==> src/hss_pkg.sv <==
// Summary of operation
// - off: gates off, wait for valid start
// - insertion delay: gates off, abort on range
// - insertion done advances to start-up
// - start-up closes soft-start switch to gate
// - start-up uses reduced gate sourcing current
// - start-up forces low limit and trip levels
// - start-up faults return to off
// - filtered power good moves to normal
// - normal opens the soft-start switch
// - normal uses full gate sourcing current
// - normal thresholds follow drain-sense comparator
// - normal exits on good loss, timeout, lockout
// - normal over/under-voltage or trip fault: gate off, stay
// - raw good needs both gates, low drain
// - input range excludes over, under, lockout
// - timeout held through all restart cycles
// - fixed count of cool-down cycles before restart
package hss_pkg;

  // ==========================================
  // timing
  localparam int CLK_MHZ      = 50;
  localparam int DEGL_NS      = 1000;
  localparam int DEGL_CYCLES  = (DEGL_NS * CLK_MHZ + 999) / 1000;
  localparam int RETRY_CYCLES = 63;

  // ==========================================
  // register map
  localparam int          ADDR_W       = 8;
  localparam int          DATA_W       = 32;
  localparam logic [7:0]  OFS_CTRL     = 8'h00;
  localparam logic [7:0]  OFS_STATUS   = 8'h04;
  localparam logic [7:0]  OFS_IRQ_STAT = 8'h08;
  localparam logic [7:0]  OFS_IRQ_EN   = 8'h0C;
  localparam logic [7:0]  OFS_IRQ_CLR  = 8'h10;
  localparam int          CTRL_EN_BIT  = 0;
  localparam logic        CTRL_EN_RST  = 1'h1;
  localparam int          IRQ_W        = 4;
  localparam int          IRQ_FAULT    = 0;
  localparam int          IRQ_NORMAL   = 1;
  localparam int          IRQ_PGLOST   = 2;
  localparam int          IRQ_TIMEOUT  = 3;
  localparam int          ST_INRANGE   = 2;
  localparam int          ST_PGRAW     = 3;
  localparam int          ST_PGFILT    = 4;
  localparam int          ST_TIMEOUT   = 5;
  localparam int          ST_RETRY     = 6;

  // ==========================================
  // types
  typedef enum logic [1:0] {
    HSS_OFF    = 2'h0,
    HSS_INSERT = 2'h1,
    HSS_START  = 2'h3,
    HSS_NORMAL = 2'h2
  } hss_state_t;

  typedef struct packed {
    logic overVoltage;
    logic underVoltage;
    logic supplyLockout;
    logic insertionDone;
    logic severeOvercurrentFlag;
    logic timerTripped;
    logic drainSenseHigh;
    logic drainBelowGoodLevel;
    logic gateEnhanced;
    logic timerAtLow;
    logic timerAtHigh;
    logic timerEmpty;
  } hss_sense_t;

  typedef struct packed {
    logic gateOn;
    logic gateFullSource;
    logic softStartClosed;
    logic softStartDischarge;
    logic secondGateDrive;
    logic highVdsLimitLevel;
    logic startupTripLevel;
    logic timerSink;
    logic timerSource;
  } hss_drive_t;

  typedef struct packed {
    logic [ADDR_W-1:0] addr;
    logic [DATA_W-1:0] wrData;
    logic              wrStrobe;
    logic              rdStrobe;
  } hss_bus_t;

endpackage : hss_pkg

==> src/hss_deglitch.sv <==
`timescale 1ns/10ps
`default_nettype none
module hss_deglitch #(
  parameter int CYCLES = 50
) (
  input  wire logic clock,
  input  wire logic rst_n,
  input  wire logic rawIn,
  output var  logic filtOut
);
  import hss_pkg::*;

  localparam int CW = $clog2(CYCLES + 1);

  if (CYCLES < 1) begin : g_chk
    $error("deglitch length must be at least one cycle");
  end

  typedef struct packed {
    logic          filt;
    logic [CW-1:0] cnt;
  } hss_degl_t;

  hss_degl_t st_r;
  hss_degl_t st_nxt;

  // ==========================================
  // follow the raw level once it holds steady
  always_comb begin
    st_nxt = st_r;
    if (rawIn == st_r.filt) begin
      st_nxt.cnt = '0;
    end else if (st_r.cnt == CW'(CYCLES - 1)) begin
      st_nxt.filt = rawIn;
      st_nxt.cnt  = '0;
    end else begin
      st_nxt.cnt = st_r.cnt + CW'(1);
    end
  end

  always_ff @(posedge clock or negedge rst_n) begin
    if (!rst_n) begin
      st_r <= '0;
    end else begin
      st_r <= st_nxt;
    end
  end

  assign filtOut = st_r.filt;

endmodule : hss_deglitch
`default_nettype wire

==> src/hss_retry_timer.sv <==
`timescale 1ns/10ps
`default_nettype none
module hss_retry_timer #(
  parameter int RETRIES = 63
) (
  input  wire logic                         clock,
  input  wire logic                         rst_n,
  input  wire logic                         timerTripped,
  input  wire logic                         timerAtLow,
  input  wire logic                         timerAtHigh,
  input  wire logic                         timerEmpty,
  output var  logic                         timeOut,
  output var  logic                         timerSink,
  output var  logic                         timerSource,
  output var  logic [$clog2(RETRIES+1)-1:0] retryCount
);
  import hss_pkg::*;

  localparam int CW = $clog2(RETRIES + 1);

  if (RETRIES < 1) begin : g_chk
    $error("retry count must be at least one");
  end

  typedef enum logic [1:0] {
    RT_IDLE  = 2'h0,
    RT_DIS   = 2'h1,
    RT_CHG   = 2'h3,
    RT_FINAL = 2'h2
  } hss_rt_state_t;

  typedef struct packed {
    hss_rt_state_t ph;
    logic [CW-1:0] cnt;
  } hss_rt_t;

  hss_rt_t st_r;
  hss_rt_t st_nxt;

  // ==========================================
  // cool-down discharge / recharge loop
  always_comb begin
    st_nxt = st_r;
    case (st_r.ph)
      RT_IDLE: begin
        st_nxt.cnt = '0;
        if (timerTripped) begin
          st_nxt.ph = RT_DIS;
        end
      end
      RT_DIS: begin
        if (timerAtLow) begin
          st_nxt.ph = RT_CHG;
        end
      end
      RT_CHG: begin
        if (timerAtHigh) begin
          st_nxt.cnt = st_r.cnt + CW'(1);
          if (st_r.cnt == CW'(RETRIES - 1)) begin
            st_nxt.ph = RT_FINAL;
          end else begin
            st_nxt.ph = RT_DIS;
          end
        end
      end
      RT_FINAL: begin
        if (timerEmpty) begin
          st_nxt.ph = RT_IDLE;
        end
      end
      default: st_nxt.ph = RT_IDLE;
    endcase
  end

  always_ff @(posedge clock or negedge rst_n) begin
    if (!rst_n) begin
      st_r <= '{ph: RT_IDLE, cnt: '0};
    end else begin
      st_r <= st_nxt;
    end
  end

  assign timeOut     = (st_r.ph != RT_IDLE);
  assign timerSink   = (st_r.ph == RT_DIS) || (st_r.ph == RT_FINAL);
  assign timerSource = (st_r.ph == RT_CHG);
  assign retryCount  = st_r.cnt;
endmodule : hss_retry_timer
`default_nettype wire

==> src/hss_sequencer.sv <==
// Design decisions made here: strobed register access and the register offsets.
`timescale 1ns/10ps
`default_nettype none
module hss_sequencer #(
  parameter int DEGL = hss_pkg::DEGL_CYCLES,
  parameter int RETRIES = hss_pkg::RETRY_CYCLES
) (
  input  wire logic                      clock,
  input  wire logic                      rst_n,
  input  wire hss_pkg::hss_sense_t       sense,
  input  wire hss_pkg::hss_bus_t         bus,
  output var  hss_pkg::hss_drive_t       drive,
  output var  logic                      inputInRange,
  output var  logic                      powerGoodRaw,
  output var  logic                      powerGoodFiltered,
  output var  logic                      powerGoodOutN,
  output var  logic                      timeOut,
  output var  logic [hss_pkg::DATA_W-1:0] rdData,
  output var  logic                      irq
);
  import hss_pkg::*;

  localparam int RCW = $clog2(RETRIES + 1);

  if (RCW > DATA_W - ST_RETRY || DEGL < 1) begin : g_chk
    $error("retry count too wide for status word or deglitch length zero");
  end

  typedef struct packed {
    hss_state_t       state;
    logic             enable;
    logic [IRQ_W-1:0] irqStatus;
    logic [IRQ_W-1:0] irqEnable;
    logic [DATA_W-1:0] rdData;
    logic             pgPrev;
    logic             toPrev;
  } hss_seq_t;

  hss_seq_t        st_r;
  hss_seq_t        st_nxt;
  logic [RCW-1:0]  retryCount;
  logic            faultStart;
  logic            normalHold;
  logic [IRQ_W-1:0] events;
  logic [DATA_W-1:0] rdMux;
  logic              tmrSink;
  logic              tmrSource;

  // ==========================================
  // helpers
  hss_deglitch #(
    .CYCLES (DEGL)
  ) u_degl (
    .clock   (clock),
    .rst_n   (rst_n),
    .rawIn   (powerGoodRaw),
    .filtOut (powerGoodFiltered)
  );

  hss_retry_timer #(
    .RETRIES (RETRIES)
  ) u_retry (
    .clock        (clock),
    .rst_n        (rst_n),
    .timerTripped (sense.timerTripped),
    .timerAtLow   (sense.timerAtLow),
    .timerAtHigh  (sense.timerAtHigh),
    .timerEmpty   (sense.timerEmpty),
    .timeOut      (timeOut),
    .timerSink    (tmrSink),
    .timerSource  (tmrSource),
    .retryCount   (retryCount)
  );

  // ==========================================
  // analog condition decode
  assign inputInRange = !sense.overVoltage && !sense.underVoltage
                        && !sense.supplyLockout;
  assign faultStart   = !inputInRange || timeOut
                        || sense.severeOvercurrentFlag;
  assign normalHold   = !inputInRange || sense.severeOvercurrentFlag;

  // ==========================================
  // gate and threshold drive
  always_comb begin
    drive.gateOn             = 1'b0;
    drive.gateFullSource     = 1'b0;
    drive.softStartClosed    = 1'b0;
    drive.softStartDischarge = 1'b1;
    drive.secondGateDrive    = 1'b0;
    drive.highVdsLimitLevel  = 1'b1;
    drive.startupTripLevel   = 1'b1;
    drive.timerSink          = tmrSink;
    drive.timerSource        = tmrSource;
    case (st_r.state)
      HSS_OFF, HSS_INSERT: begin
        drive.gateOn = 1'b0;
      end
      HSS_START: begin
        drive.gateOn             = 1'b1;
        drive.softStartClosed    = 1'b1;
        drive.softStartDischarge = 1'b0;
        drive.gateFullSource     = 1'b0;
        drive.secondGateDrive    = sense.gateEnhanced;
        drive.highVdsLimitLevel  = 1'b1;
        drive.startupTripLevel   = 1'b1;
      end
      HSS_NORMAL: begin
        drive.gateOn             = !normalHold;
        drive.softStartClosed    = 1'b0;
        drive.softStartDischarge = 1'b0;
        drive.gateFullSource     = 1'b1;
        drive.secondGateDrive    = !normalHold && sense.gateEnhanced;
        drive.highVdsLimitLevel  = sense.drainSenseHigh;
        drive.startupTripLevel   = sense.drainSenseHigh;
      end
      default: begin
        drive.gateOn = 1'b0;
      end
    endcase
  end

  assign powerGoodRaw  = drive.gateOn && drive.secondGateDrive
                         && sense.drainBelowGoodLevel;
  assign powerGoodOutN = !powerGoodFiltered;

  // ==========================================
  // register read mux
  always_comb begin
    rdMux = '0;
    case (bus.addr)
      OFS_CTRL: begin
        rdMux[CTRL_EN_BIT] = st_r.enable;
      end
      OFS_STATUS: begin
        rdMux[1:0]                   = st_r.state;
        rdMux[ST_INRANGE]            = inputInRange;
        rdMux[ST_PGRAW]              = powerGoodRaw;
        rdMux[ST_PGFILT]             = powerGoodFiltered;
        rdMux[ST_TIMEOUT]            = timeOut;
        rdMux[ST_RETRY +: RCW]       = retryCount;
      end
      OFS_IRQ_STAT: begin
        rdMux[IRQ_W-1:0] = st_r.irqStatus;
      end
      OFS_IRQ_EN: begin
        rdMux[IRQ_W-1:0] = st_r.irqEnable;
      end
      default: begin
        rdMux = '0;
      end
    endcase
  end

  // ==========================================
  // sequencer and registers
  always_comb begin
    st_nxt        = st_r;
    st_nxt.pgPrev = powerGoodFiltered;
    st_nxt.toPrev = timeOut;
    case (st_r.state)
      HSS_OFF: begin
        if (st_r.enable && inputInRange && !timeOut) begin
          st_nxt.state = HSS_INSERT;
        end
      end
      HSS_INSERT: begin
        if (!inputInRange || !st_r.enable) begin
          st_nxt.state = HSS_OFF;
        end else if (sense.insertionDone) begin
          st_nxt.state = HSS_START;
        end
      end
      HSS_START: begin
        if (faultStart || !st_r.enable) begin
          st_nxt.state = HSS_OFF;
        end else if (powerGoodFiltered) begin
          st_nxt.state = HSS_NORMAL;
        end
      end
      HSS_NORMAL: begin
        if (!powerGoodFiltered || timeOut || sense.supplyLockout
            || !st_r.enable) begin
          st_nxt.state = HSS_OFF;
        end
      end
      default: begin
        st_nxt.state = HSS_OFF;
      end
    endcase
    events              = '0;
    events[IRQ_FAULT]   = (st_r.state != HSS_OFF) && (st_nxt.state == HSS_OFF);
    events[IRQ_NORMAL]  = (st_r.state != HSS_NORMAL) && (st_nxt.state == HSS_NORMAL);
    events[IRQ_PGLOST]  = st_r.pgPrev && !powerGoodFiltered;
    events[IRQ_TIMEOUT] = !st_r.toPrev && timeOut;
    if (bus.wrStrobe && bus.addr == OFS_CTRL) begin
      st_nxt.enable = bus.wrData[CTRL_EN_BIT];
    end
    if (bus.wrStrobe && bus.addr == OFS_IRQ_EN) begin
      st_nxt.irqEnable = bus.wrData[IRQ_W-1:0];
    end
    st_nxt.irqStatus = st_r.irqStatus | events;
    if (bus.wrStrobe && bus.addr == OFS_IRQ_CLR) begin
      st_nxt.irqStatus = (st_r.irqStatus & ~bus.wrData[IRQ_W-1:0]) | events;
    end
    st_nxt.rdData = bus.rdStrobe ? rdMux : '0;
  end

  always_ff @(posedge clock or negedge rst_n) begin
    if (!rst_n) begin
      st_r <= '{state: HSS_OFF, enable: CTRL_EN_RST, irqStatus: '0,
                irqEnable: '0, rdData: '0, pgPrev: 1'b0, toPrev: 1'b0};
    end else begin
      st_r <= st_nxt;
    end
  end

  assign rdData = st_r.rdData;
  assign irq    = |(st_r.irqStatus & st_r.irqEnable);
endmodule : hss_sequencer
`default_nettype wire

==> config.mk <==
export PLATFORM = sky130hd
export DESIGN_NAME = hss_sequencer
export DESIGN_NICKNAME = d
export VERILOG_FILES = /design/src/hss_pkg.sv /design/src/hss_deglitch.sv /design/src/hss_retry_timer.sv /design/src/hss_sequencer.sv
export SDC_FILE = /design/constraint.sdc
export NUM_CORES = 1
export LEC_CHECK = 0
export ABC_CLOCK_PERIOD_IN_PS = 4500
export BUFFER_PORTS_ARGS = -buffer_cell sky130_fd_sc_hd__buf_2
export CAP_MARGIN = 20
export CORE_MARGIN = 5
export CORE_UTILIZATION = 50
export CTS_BUF_LIST = sky130_fd_sc_hd__clkbuf_8
export DETAILED_ROUTE_END_ITERATION = 10
export PLACE_DENSITY_LB_ADDON = 0.15
export RECOVER_POWER = 50
export SLEW_MARGIN = 20
export SYNTH_ARGS = -nofsm -noshare
export SYNTH_HDL_FRONTEND = slang
export SYNTH_SLANG_ARGS = --single-unit
==> constraint.sdc <==
create_clock -name clock -period 4.5 [get_ports clock]
set_clock_uncertainty 0.15 [all_clocks]
set_input_delay 0.45 -clock clock [delete_from_list [all_inputs] [get_ports clock]]
set_output_delay 0.45 -clock clock [all_outputs]
set_load 0.005 [all_outputs]
After elaboration in Yosys (flattened, before gate mapping)
Cells that the tools add are included.
W data, S select, Z words.
{"block": "word_totals", "ff_bits": 40, "out_inout_bits": 47}
{"block": "op_classes", "addsub": 2, "eq_ne": 19, "muxes": 23, "bitwise_logic": 6, "reduce_logical": 44}
{"cell": "$pmux W6 S2", "n": 2}
{"cell": "$mux W2", "n": 10}
{"cell": "$eq A8 B4 Y1 const B", "n": 2}
{"cell": "$mux W8", "n": 2}
{"cell": "$pmux W2 S4", "n": 2}
{"cell": "$logic_and A1 B1 Y1", "n": 14}
{"cell": "$add A6 B1 Y6 const B", "n": 2}
{"cell": "$eq A6 B6 Y1 const B", "n": 2}
{"cell": "$mux W12", "n": 1}
{"cell": "$mux W6", "n": 2}
{"cell": "$eq A2 B2 Y1 const B", "n": 5}
{"cell": "$ne A2 B2 Y1 const B", "n": 5}
{"cell": "$logic_not A1 Y1", "n": 9}
{"cell": "$logic_or A1 B1 Y1", "n": 9}
{"cell": "$pmux W3 S3", "n": 1}
{"cell": "$and A4 B4 Y4", "n": 2}
{"cell": "$eq A8 B3 Y1 const B", "n": 1}
{"cell": "$eq A8 B5 Y1 const B", "n": 1}
{"cell": "$logic_not A8 Y1", "n": 1}
{"cell": "$or A4 B4 Y4", "n": 2}
{"cell": "$logic_not A2 Y1", "n": 3}
{"cell": "$reduce_bool A2 Y1", "n": 3}
{"cell": "$eq A2 B1 Y1 const B", "n": 2}
{"cell": "$mux W4", "n": 1}
{"cell": "9 further kinds", "n": 10}

Longest topological paths before layout
Gate-level depths: netlist of the first run.
{"block": "logic_depth", "ltp_word": 13, "depth_mapped": 6, "mapped_depth_nobuf": 6}

Modules after synthesis
From an unflattened synthesis of the first run, not the netlist that was laid out.
{"block": "hier_totals", "cells_unflattened": 238, "hier_area_um2": 2398.6}
{"mod": "hss_sequencer", "instances": 1, "cells_each": 141, "area_each_um2": 1455.1}
{"mod": "hss_retry_timer", "instances": 1, "cells_each": 67, "area_each_um2": 611.8}
{"mod": "hss_deglitch", "instances": 1, "cells_each": 30, "area_each_um2": 331.6}

Worst setup path before layout of the first run
Ideal clock, no wire load.
{"block": "synth_timing", "path_type": "input -> output", "start": "in sense[7] (netlist name)", "end": "out drive[4] (netlist name)", "arrival_ns": 1.317, "t_required_ns": 3.900, "setup_slack_ns": 2.583, "path_stages": 3, "path_cell_list": "or4_4 and2_2 nor2_1"}
{"item": "start: declaration", "line": "hss_sequencer.sv:10", "source": "input wire hss_pkg::hss_sense_t sense,"}
{"item": "end: declaration", "line": "hss_sequencer.sv:12", "source": "output var hss_pkg::hss_drive_t drive,"}

==> summary.md, run 1 <==
| Metric | Value |
|---|---|
| Kind of critical path | `flip-flop to primary output` |
| Grt peak-use layer | `met2` |
| Global routing usage on met3 | `between 4 and 5%` |
| Largest net degree at the start of global routing | `41` |
| Nets@finish | `about 330` |
| WP data arrival | `between 1.5 and 2 ns` |
| WL final | `between 4 and 5 mm` |
| Cells after synthesis | `between 200 and 250` |
| Die Height | `approximately 78 µm` |
| Count of cell types in the netlist | `47` |
| GPL Wtd Cong | `about 0.82` |
| Final Setup Violations | `0` |
| Syn Area/Cell | `slightly above 10 µm²` |
| Post-CTS sizing | `0` |
| Critical path peak fanout | `8` |
| Vias in the first global route | `1,569` |
| Post-route antenna net violation count | `0` |
| Synthesis-to-finish area growth | `9.852%` |
| Initial antenna violation count | `0` |
| CP endpoint kind | `primary output` |
| Failing checks | `max-capacitance violations, max-slew violations` |
| Synth async-reset ratio | `100.0%` |
| Register area share after synthesis | `a little over two fifths` |
| Post-synth EDFFs | `0` |
| Synthesis Warnings | `0` |
| Ant. Diodes | `0` |
| Worst-Margin Slew | `around 2.1 ns` |
| Final Cycle Share | `48.97%` |
| Port-buffer cells | `54` |
| Row count | `24` |
| Worst R2R End | `st_r[38]` |
| Setup TNS | `0 ns` |
| Worst VDD drop | `0.0002504 V` |
| Post-layout util | `57.28%` |
| Fill cells | `between 300 and 400` |
| CTS tree | `built` |
| Maxcap violations | `1` |
| Residual DRC | `0` |
| Dpl cell area | `~2400 µm²` |
| Final Instance Area | `2511 µm²` |
| Fin Hold WS | `approximately 0.26 ns` |
| PD cells | `~380 nW/µm²` |
| Starting Density | `a little over half` |
| P_sw | `about 300 µW` |
| Reg2Reg Depth | `6` |
| Hold WC Path Type | `input port to flip-flop` |
| Clock Power Share | `a little under a third` |
| DIE AREA | `6024 µm²` |
| Sw frac | `31.29%` |
| # Post-CTS Setup Buffers | `0` |
| Total gr overflow | `0` |
| Critical path startpoint | `st_r[44]` |
| Multi-input gate area | `between 1000 and 1500 µm²` |
| Crit path to | `drive[3]` |
| Worst-Skew Late Latency | `slightly below 0.3 ns` |
| Fin. Hold Viols | `0` |
| Met2 Use GR | `between 20% and 30%` |
| Reg-to-reg startpoint | `u_retry.st_r[7]` |
| Cell internal pwr | `between 600 and 700 µW` |
| Total clock sinks | `40` |
| Drt first pass iters | `4` |
| Drt wl/cell | `between 10 and 15 µm` |
| Startpoint Class | `flip-flop` |
| Max Fclk | `about 0.45 GHz` |
| CTS max path bufs | `2` |
| H-tree depth | `2` |
| Iter 0 DRT Violations | `41` |
| First-pass GRT wire length | `approximately 7.5 mm` |
| Core area | `4384 µm²` |
| RSZ-0062 raised after global routing | `false` |
| Reg2Reg Setup Slack | `between 2 and 3 ns` |
| Seq pwr share | `a little under half` |
| Final Power | `roughly 960 µW` |
| Run status | `complete, but fails checks` |
| Clock Tree Root | `clkbuf_8` |
| Met1 GRT Util | `a little over a fifth` |
| Static leakage | `1.183 nW` |
| I/O pin count | `about 100` |
| Top_reg_cell synth | `dfrtp_1` |
| Minimum clock period after layout | `approximately 2.2 ns` |
| Hold-fix buffers at CTS | `0` |
| Die width | `roughly 78 µm` |
| GRT Overall Usage | `roughly 15%` |
| Fraction of layout cells with a size suffix above 1 | `between 20% and 30%` |
| CP Data Required Time | `3.90 ns` |
| Synth Cell Area | `2286 µm²` |
| Register Area | `approximately 1000 µm²` |
| Worst-path clk slew | `0.08 ns` |
| CTS Buf Count | `5` |
| Max Slew Vio Count | `41` |
| Comb power frac | `between 20% and 30%` |
| Hold Path Depth | `2` |
| #FFs+latches synth | `40` |
| Slew HR | `-40.18%` |
| Final HPWL from detailed placement | `between 3 and 4 mm` |
| Via count | `1,600` |
| Vias per inst | `5.047` |
## per-layer routing
metal / vias to the layer above / wire (µm) / part of all wire, %
met3: 9 / 316 / 7.2
met1: 740 / 2058 / 47
met5: - / 0 / 0
met4: 0 / 74 / 1.7
li1: 793 / - / -
met2: 58 / 1915 / 44
## sequential cells by signal, summed over array words and instances, names as in the netlist
signal	count
u_degl.filtOut	1
u_retry.retryCount	6
u_degl.st_r	6
st_r	13
rdData	12
u_retry.st_r	2
## power by group through the flow
stage	clock network (mW)	logic (mW)	registers (mW)
floorplan	0	0.194	0.432
global placement	0	0.227	0.442
detailed placement	0	0.232	0.443
CTS	0.301	0.233	0.436
global route	0.320	0.267	0.443
finish	0.292	0.230	0.436
## synthesized netlist by cell type, drive strengths merged, types with 2 or more instances
cell type / instances / area share (%)
dfrtp: 39 / 43
buf: 35 / 11
nor2: 20 / 3.3
nand2: 14 / 2.3
and2: 9 / 2.5
ha: 9 / 4.9
inv: 8 / 1.3
a21oi: 7 / 2.0
mux2: 7 / 3.4
nand3: 7 / 1.5
xnor2: 7 / 3.0
nor3: 6 / 1.3
a22o: 5 / 1.9
clkbuf: 5 / 0.82
a22oi: 4 / 1.3
nand2b: 4 / 1.1
o21ai: 3 / 0.66
xor2: 3 / 1.1
a31oi: 2 / 0.55
mux2i: 2 / 0.88
nand4: 2 / 0.55
nor2b: 2 / 0.55
nor4: 2 / 1.2
nor4b: 2 / 0.77
o2bb2ai: 2 / 0.77
## critical path: stages (launching register included)
cell	delay (ns)
dfrtp_1	0.48
clkinv_1	0.27
or3_1	0.41
buf_2	0.14
## layout make-up
cell class / instances / share of cell area [%]
Multi-Input combinational cell: 154 / 41.41
Sequential cell: 40 / 39.91
Timing Repair Buffer: 54 / 10.31
Clock buffer: 5 / 2.740
Tap cell: 52 / 2.591
Clock inverter: 3 / 1.694
Inverter: 9 / 1.345
## stage by stage
stage,std cells,setup slack (ns)
4_1_cts,317,2.295
2_1_floorplan,243,2.583
3_3_place_gp,309,2.321
5_1_grt,317,1.893
6_report,317,2.296
3_5_place_dp,309,2.322
## cells in the final DEF, fill, tap and decap left out, types with 7 or more instances in the layout
cell       n
conb_1    20
inv_1      8
nand3_1    7
mux2_2     7
ha_1       9
clkbuf_1   9
dfrtp_1   39
nor2_1    20
nand2_1   14
and2_1     8
buf_2     45
## cells by family after synthesis
kind of cell / count (synthesis) / synth area share [%]
compound gates: 29 / 9.524
buf+inv: 49 / 13.79
simple gates: 76 / 18.28
fa+ha+maj: 9 / 4.926
other cells: 1 / 0.1640
mux: 10 / 5.309
flops: 40 / 43.84
xor+xnor: 10 / 4.160
## worst min-delay path by stage
stage,startpoint,endpoint,slack (ns)
finish,bus[4],st_r[36],0.26
global route,bus[4],st_r[36],0.25
CTS,rst_n,st_r[0],0.15
detailed placement,st_r[0],st_r[41],0.27
global placement,st_r[0],st_r[41],0.26
floorplan,rst_n,rdData[0],0.004
Note: power is estimated with default switching activity, not from simulation.
==> inputs of run 2 (changes only) <==
- ABC_CLOCK_PERIOD_IN_PS: 4500 -> 1800
- CORE_UTILIZATION: 50 -> 44
- clock period: 4.5 -> 1.8 ns (I/O delays scaled with it)
==> summary.md, run 2 (same netlist as run 1, synthesis figures left out) <==
| Metric | Value |
|---|---|
| Reg-to-reg startpoint | `u_retry.st_r[6]` |
| Minimum clock period after layout | `~1.7 ns` |
| Final Setup Violations | `0` |
| Reg2Reg Depth | `6` |
| Final Power | `2.799 mW` |
| RSZ-0062 raised after global routing | `false` |
| WL final | `4.502 mm` |
| Max Fclk | `around 0.59 GHz` |
| Slew HR | `32.13%` |
| Vias in the first global route | `1,627` |
| Starting Density | `45.04%` |
| Fraction of layout cells with a size suffix above 1 | `just over 30%` |
| Core area | `5075 µm²` |
| Row count | `26` |
| Reg2Reg Setup Slack | `around 0.12 ns` |
| Critical path peak fanout | `8` |
| Crit path to | `drive[0]` |
| Drt first pass iters | `4` |
| Static leakage | `1.303 nW` |
| Worst-path clk slew | `~0.080 ns` |
| Run status | `completed` |
| Max Slew Vio Count | `0` |
| Iter 0 DRT Violations | `86` |
| Residual DRC | `0` |
| PD cells | `between 1000 and 1500 nW/µm²` |
| Die Height | `82.08 µm` |
| Top reg by flops | `st_r` |
| Clock Tree Root | `clkbuf_8` |
| I/O pin count | `a little over 100` |
| Final HPWL from detailed placement | `between 3 and 4 mm` |
| H-tree depth | `2` |
| First-pass GRT wire length | `7.479 mm` |
| Synthesis-to-finish area growth | `20.53%` |
| Worst-Skew Late Latency | `between 0.2 and 0.3 ns` |
| Via count | `between 1,500 and 2,000` |
| Final Cycle Share | `approximately 94%` |
| Hold WC Path Type | `input port to flip-flop` |
| CTS Buf Count | `5` |
| Drt wl/cell | `12.75 µm` |
| Max FFs per register | `13` |
| CP Data Required Time | `1.47 ns` |
| Most frequent cells in the layout | `48 x buf_2, 38 x dfrtp_1, 20 x nor2_1, 20 x conb_1, 14 x nand2_1` |
| Nets@finish | `between 300 and 400` |
| Total clock sinks | `40` |
| WP data arrival | `~1.4 ns` |
| Ant. Diodes | `0` |
| Initial antenna violation count | `0` |
| GRT Overall Usage | `14.69%` |
| CTS max path bufs | `2` |
| GPL Wtd Cong | `about 0.8` |
| Critical path startpoint | `u_retry.st_r[7]` |
| Kind of critical path | `flip-flop to primary output` |
| Fill cells | `between 400 and 500` |
| Largest net degree at the start of global routing | `23` |
| Multi-input gate area | `~1100 µm²` |
| Worst VDD drop | `between 0.0007 and 0.0008 V` |
| Die width | `between 80 and 90 µm` |
| CTS tree | `built` |
| Fin. Hold Viols | `0` |
| Worst-Margin Slew | `between 1 and 1.5 ns` |
| Post-route antenna net violation count | `0` |
| Worst R2R End | `st_r[43]` |
| Total gr overflow | `0` |
| Startpoint Class | `flip-flop` |
| Vias per inst | `between 4 and 5` |
| CP endpoint kind | `primary output` |
| Setup TNS | `0 ns` |
| DIE AREA | `around 6700 µm²` |
| Most common cell after layout, fill and taps aside | `buf_2` |
| Maxcap violations | `0` |
| # Post-CTS Setup Buffers | `0` |
| Register Area | `about 1000 µm²` |
| Port-buffer cells | `54` |
-- run 2: cell count changes in the layout (fill, tap and decap cells not counted), sizes merged --
| cell | before | now |
|---|---|---|
| dlygate4sd3 | 0 | 5 |
| buf | 45 | 60 |
| clkinvlp | 1 | 0 |
| clkinv | 2 | 1 |
| bufinv | 1 | 3 |
| clkbuf | 14 | 12 |
-- run 2: worst min path at each step --
stage / from / endpoint / cells past startpoint / slack (ns)
after floorplan: rst_n / rdData[0] / 0 / -0.27
after global placement: rst_n / rdData[6] / 1 / -0.005
after detailed placement: rst_n / rdData[7] / 1 / -0.007
after CTS: sense[8] / st_r[44] / 3 / 0.005
after global routing: sense[8] / st_r[44] / 3 / 0.03
final: sense[8] / st_r[44] / 3 / 0.02
-- run 2: repair_timing --
action                     in CTS  in global routing
hold buffers                    5                  0
resized for setup               0                  3
setup endpoints to repair       0                  5
hold endpoints to repair       22                  0
-- run 2: through the flow --
step                      std cells  instance area, µm²  setup WS, ns  util, %  hold WS [ns]
after floorplan                 243                2357        0.1221        -       -0.2656
after global placement          340                2544      -0.04559    50.12     -0.004975
after detailed placement        340                2544      -0.04460    50.12     -0.006798
after CTS                       353                2753       0.01231    54.24      0.004680
after global routing            353                2755      0.001977    54.29       0.03059
final                           353                2755        0.1082    54.29       0.01643
-- run 2: layout make-up --
cell class	instances	share of cell area, %
flip-flops and latches	40	36.42
well taps	70	3.179
clock inverters	3	3.270
inverters	9	1.226
multi-input cells	154	38.19
repair buffers	72	15.21
clock buffers	5	2.498
-- run 2: worst max-delay path, cell delays in order (launching register included) --
cell	delay (ns)
dfrtp_1	0.39
buf_4	0.16
ha_1	0.22
buf_4	0.17
buf_2	0.12
-- run 2: per-layer routing --
metal  GRT usage [%]  vias up  part of all wire [%]
met5               0        -                     0
met4           6.478        0                   1.8
met3           3.618        8                   6.2
met2           22.62       52                    45
met1           19.49      741                    47
li1                -      826                     -
-- run 2: power breakdown --
group	internal, mW	switching [mW]
Clock	0.693	0.317
Combinational	0.346	0.373
Sequential	0.985	0.0847
Total	2.02	0.775
==> inputs of run 3 (changes only) <==
- CELL_PAD_IN_SITES_DETAIL_PLACEMENT: unset -> 0
- CELL_PAD_IN_SITES_GLOBAL_PLACEMENT: unset -> 1
- CORE_UTILIZATION: 44 -> 32
==> summary.md, run 3 (same netlist as run 1, synthesis figures left out) <==
| Metric | Value |
|---|---|
| Reg2Reg Setup Slack | `approximately 0.12 ns` |
| Max Slew Vio Count | `0` |
| Via count | `1,660` |
| Final Cycle Share | `~94%` |
| CTS Buf Count | `5` |
| Sw frac | `between 30% and 40%` |
| Nets@finish | `351` |
| Drt first pass iters | `4` |
| Seq pwr share | `a little over two fifths` |
| Largest net degree at the start of global routing | `22` |
| Reg2Reg Depth | `6` |
| Kind of critical path | `flip-flop to primary output` |
| Residual DRC | `0` |
| Starting Density | `33.28%` |
| WL final | `around 4.9 mm` |
| Synthesis-to-finish area growth | `21.40%` |
| P_sw | `a little under 800 µW` |
| CP endpoint kind | `primary output` |
| Worst-Skew Late Latency | `around 0.29 ns` |
| RSZ-0062 raised after global routing | `false` |
| First-pass GRT wire length | `approximately 8 mm` |
| Minimum clock period after layout | `around 1.7 ns` |
| Inst Count DP | `roughly 370` |
| Crit path to | `drive[3]` |
| WP data arrival | `1.36 ns` |
| Setup WS pre-CTS | `between 0.005 and 0.006 ns` |
| Most frequent cells in the layout | `46 x buf_2, 39 x dfrtp_1, 20 x nor2_1, 20 x conb_1, 16 x buf_4` |
| Most common cell after layout, fill and taps aside | `buf_2` |
| Total clock sinks | `40` |
| Hold WC Path Type | `input port to flip-flop` |
| Vias per inst | `between 4 and 5` |
| PD cells | `931.7 nW/µm²` |
| Port-buffer cells | `between 50 and 60` |
| Core area | `around 6900 µm²` |
| Worst-Margin Slew | `1.160 ns` |
| Max Fclk | `0.5919 GHz` |
| CTS max path bufs | `2` |
| Fin. Hold Viols | `0` |
| Ant. Diodes | `0` |
| GPL Wtd Cong | `between 0.7 and 0.8` |
| Die width | `approximately 95 µm` |
| Fill cells | `just over 700` |
| H-tree depth | `2` |
| Slew HR | `22.69%` |
| Maxcap violations | `0` |
| CP Data Required Time | `approximately 1.5 ns` |
| Cell internal pwr | `roughly 1.8 mW` |
| Clock Power Share | `between 20% and 30%` |
| Post-route antenna net violation count | `0` |
| Post-route insts no fill | `about 380` |
| Worst VDD drop | `between 0.0005 and 0.0006 V` |
| Final WS setup | `0.1104 ns` |
| I/O pin count | `roughly 100` |
| Iter 0 DRT Violations | `53` |
| Startpoint Class | `flip-flop` |
| Final HPWL from detailed placement | `3.851 mm` |
| Final Setup Violations | `0` |
| Post-layout util | `40.40%` |
| Total gr overflow | `0` |
| Die Height | `around 95 µm` |
| Critical path peak fanout | `8` |
| Comb power frac | `about 29%` |
| Setup TNS | `0 ns` |
| Fraction of layout cells with a size suffix above 1 | `31.01%` |
| GRT Overall Usage | `11.32%` |
| Initial antenna violation count | `0` |
| Reg-to-reg startpoint | `u_retry.st_r[6]` |
| Run status | `completed` |
| Critical path startpoint | `st_r[44]` |
| CTS tree | `built` |
| Final Power | `between 2 and 3 mW` |
| DIE AREA | `around 9000 µm²` |
| Drt wl/cell | `about 13 µm` |
| Top reg by flops | `st_r` |
| Vias in the first global route | `between 1,500 and 2,000` |
| Max FFs per register | `13` |
| Worst-path clk slew | `around 0.070 ns` |
| Worst R2R End | `st_r[43]` |
| Row count | `30` |
| Clock Tree Root | `clkbuf_8` |
| Static leakage | `1.303 nW` |
==> run 3: cell types whose count changed in the layout (fill, tap and decap cells not counted), moves of 2 or more <==
cell and change:
bufinv_16 -2, buf_2 -2, buf_4 +5, clkbuf_1 +2
==> run 3: metal layers <==
layer	vias to the layer above	wire length (µm)	share of wire, %	track usage (%)
met1	773	2435	50	16.58
met4	0	40	0.82	4.327
met2	49	2145	44	16.73
met3	2	232	4.8	1.753
li1	836	-	-	-
met5	-	0	0	0
==> run 3: how the worst min path moves through the flow <==
stage,from,endpoint,slack [ns],cells after the start
floorplan,rst_n,rdData[0],-0.27,0
global placement,rst_n,st_r[38],0.02,1
detailed placement,rst_n,st_r[38],0.02,1
CTS,bus[4],st_r[36],0.01,2
global route,bus[4],st_r[36],0.01,2
finish,bus[4],st_r[36],0.02,2
==> run 3: through the flow <==
stage / instance area (µm²) / hold slack, ns
floorplan: 2357 / -0.2656
global placement: 2599 / 0.01688
detailed placement: 2599 / 0.02382
CTS: 2761 / 0.01490
global route: 2775 / 0.01072
finish: 2775 / 0.02412
==> run 3: timing repair <==
item	in CTS	in global routing
setup endpoints to repair	2	7
setup buffers	0	2
hold endpoints to repair	21	0
hold buffers	4	0
gates resized for setup	1	2
gates cloned	0	0
==> run 3: critical path, stage by stage, from the launching register on <==
cell and delay [ns]:
dfrtp_1 0.41, clkinv_2 0.15, or3_1 0.38, buf_2 0.14
==> run 3: power groups by stage <==
stage	clock network (mW)	logic, mW	registers [mW]
after CTS	0.783	0.700	1.08
after detailed placement	0	0.690	1.10
after global placement	0	0.688	1.10
after global routing	0.815	0.841	1.10
final	0.760	0.745	1.08
after floorplan	0	0.486	1.08
==> run 3: layout make-up <==
cell class / count / area [µm²] / share of cell area, %
Clock inverter: 2 / 38.79 / 1.398
Timing Repair Buffer: 76 / 444.2 / 16.01
Inverter: 9 / 35.03 / 1.262
Sequential cell: 40 / 1002 / 36.11
Clock buffer: 6 / 82.58 / 2.976
Tap cell: 96 / 120.1 / 4.328
Multi-Input combinational cell: 154 / 1052 / 37.92
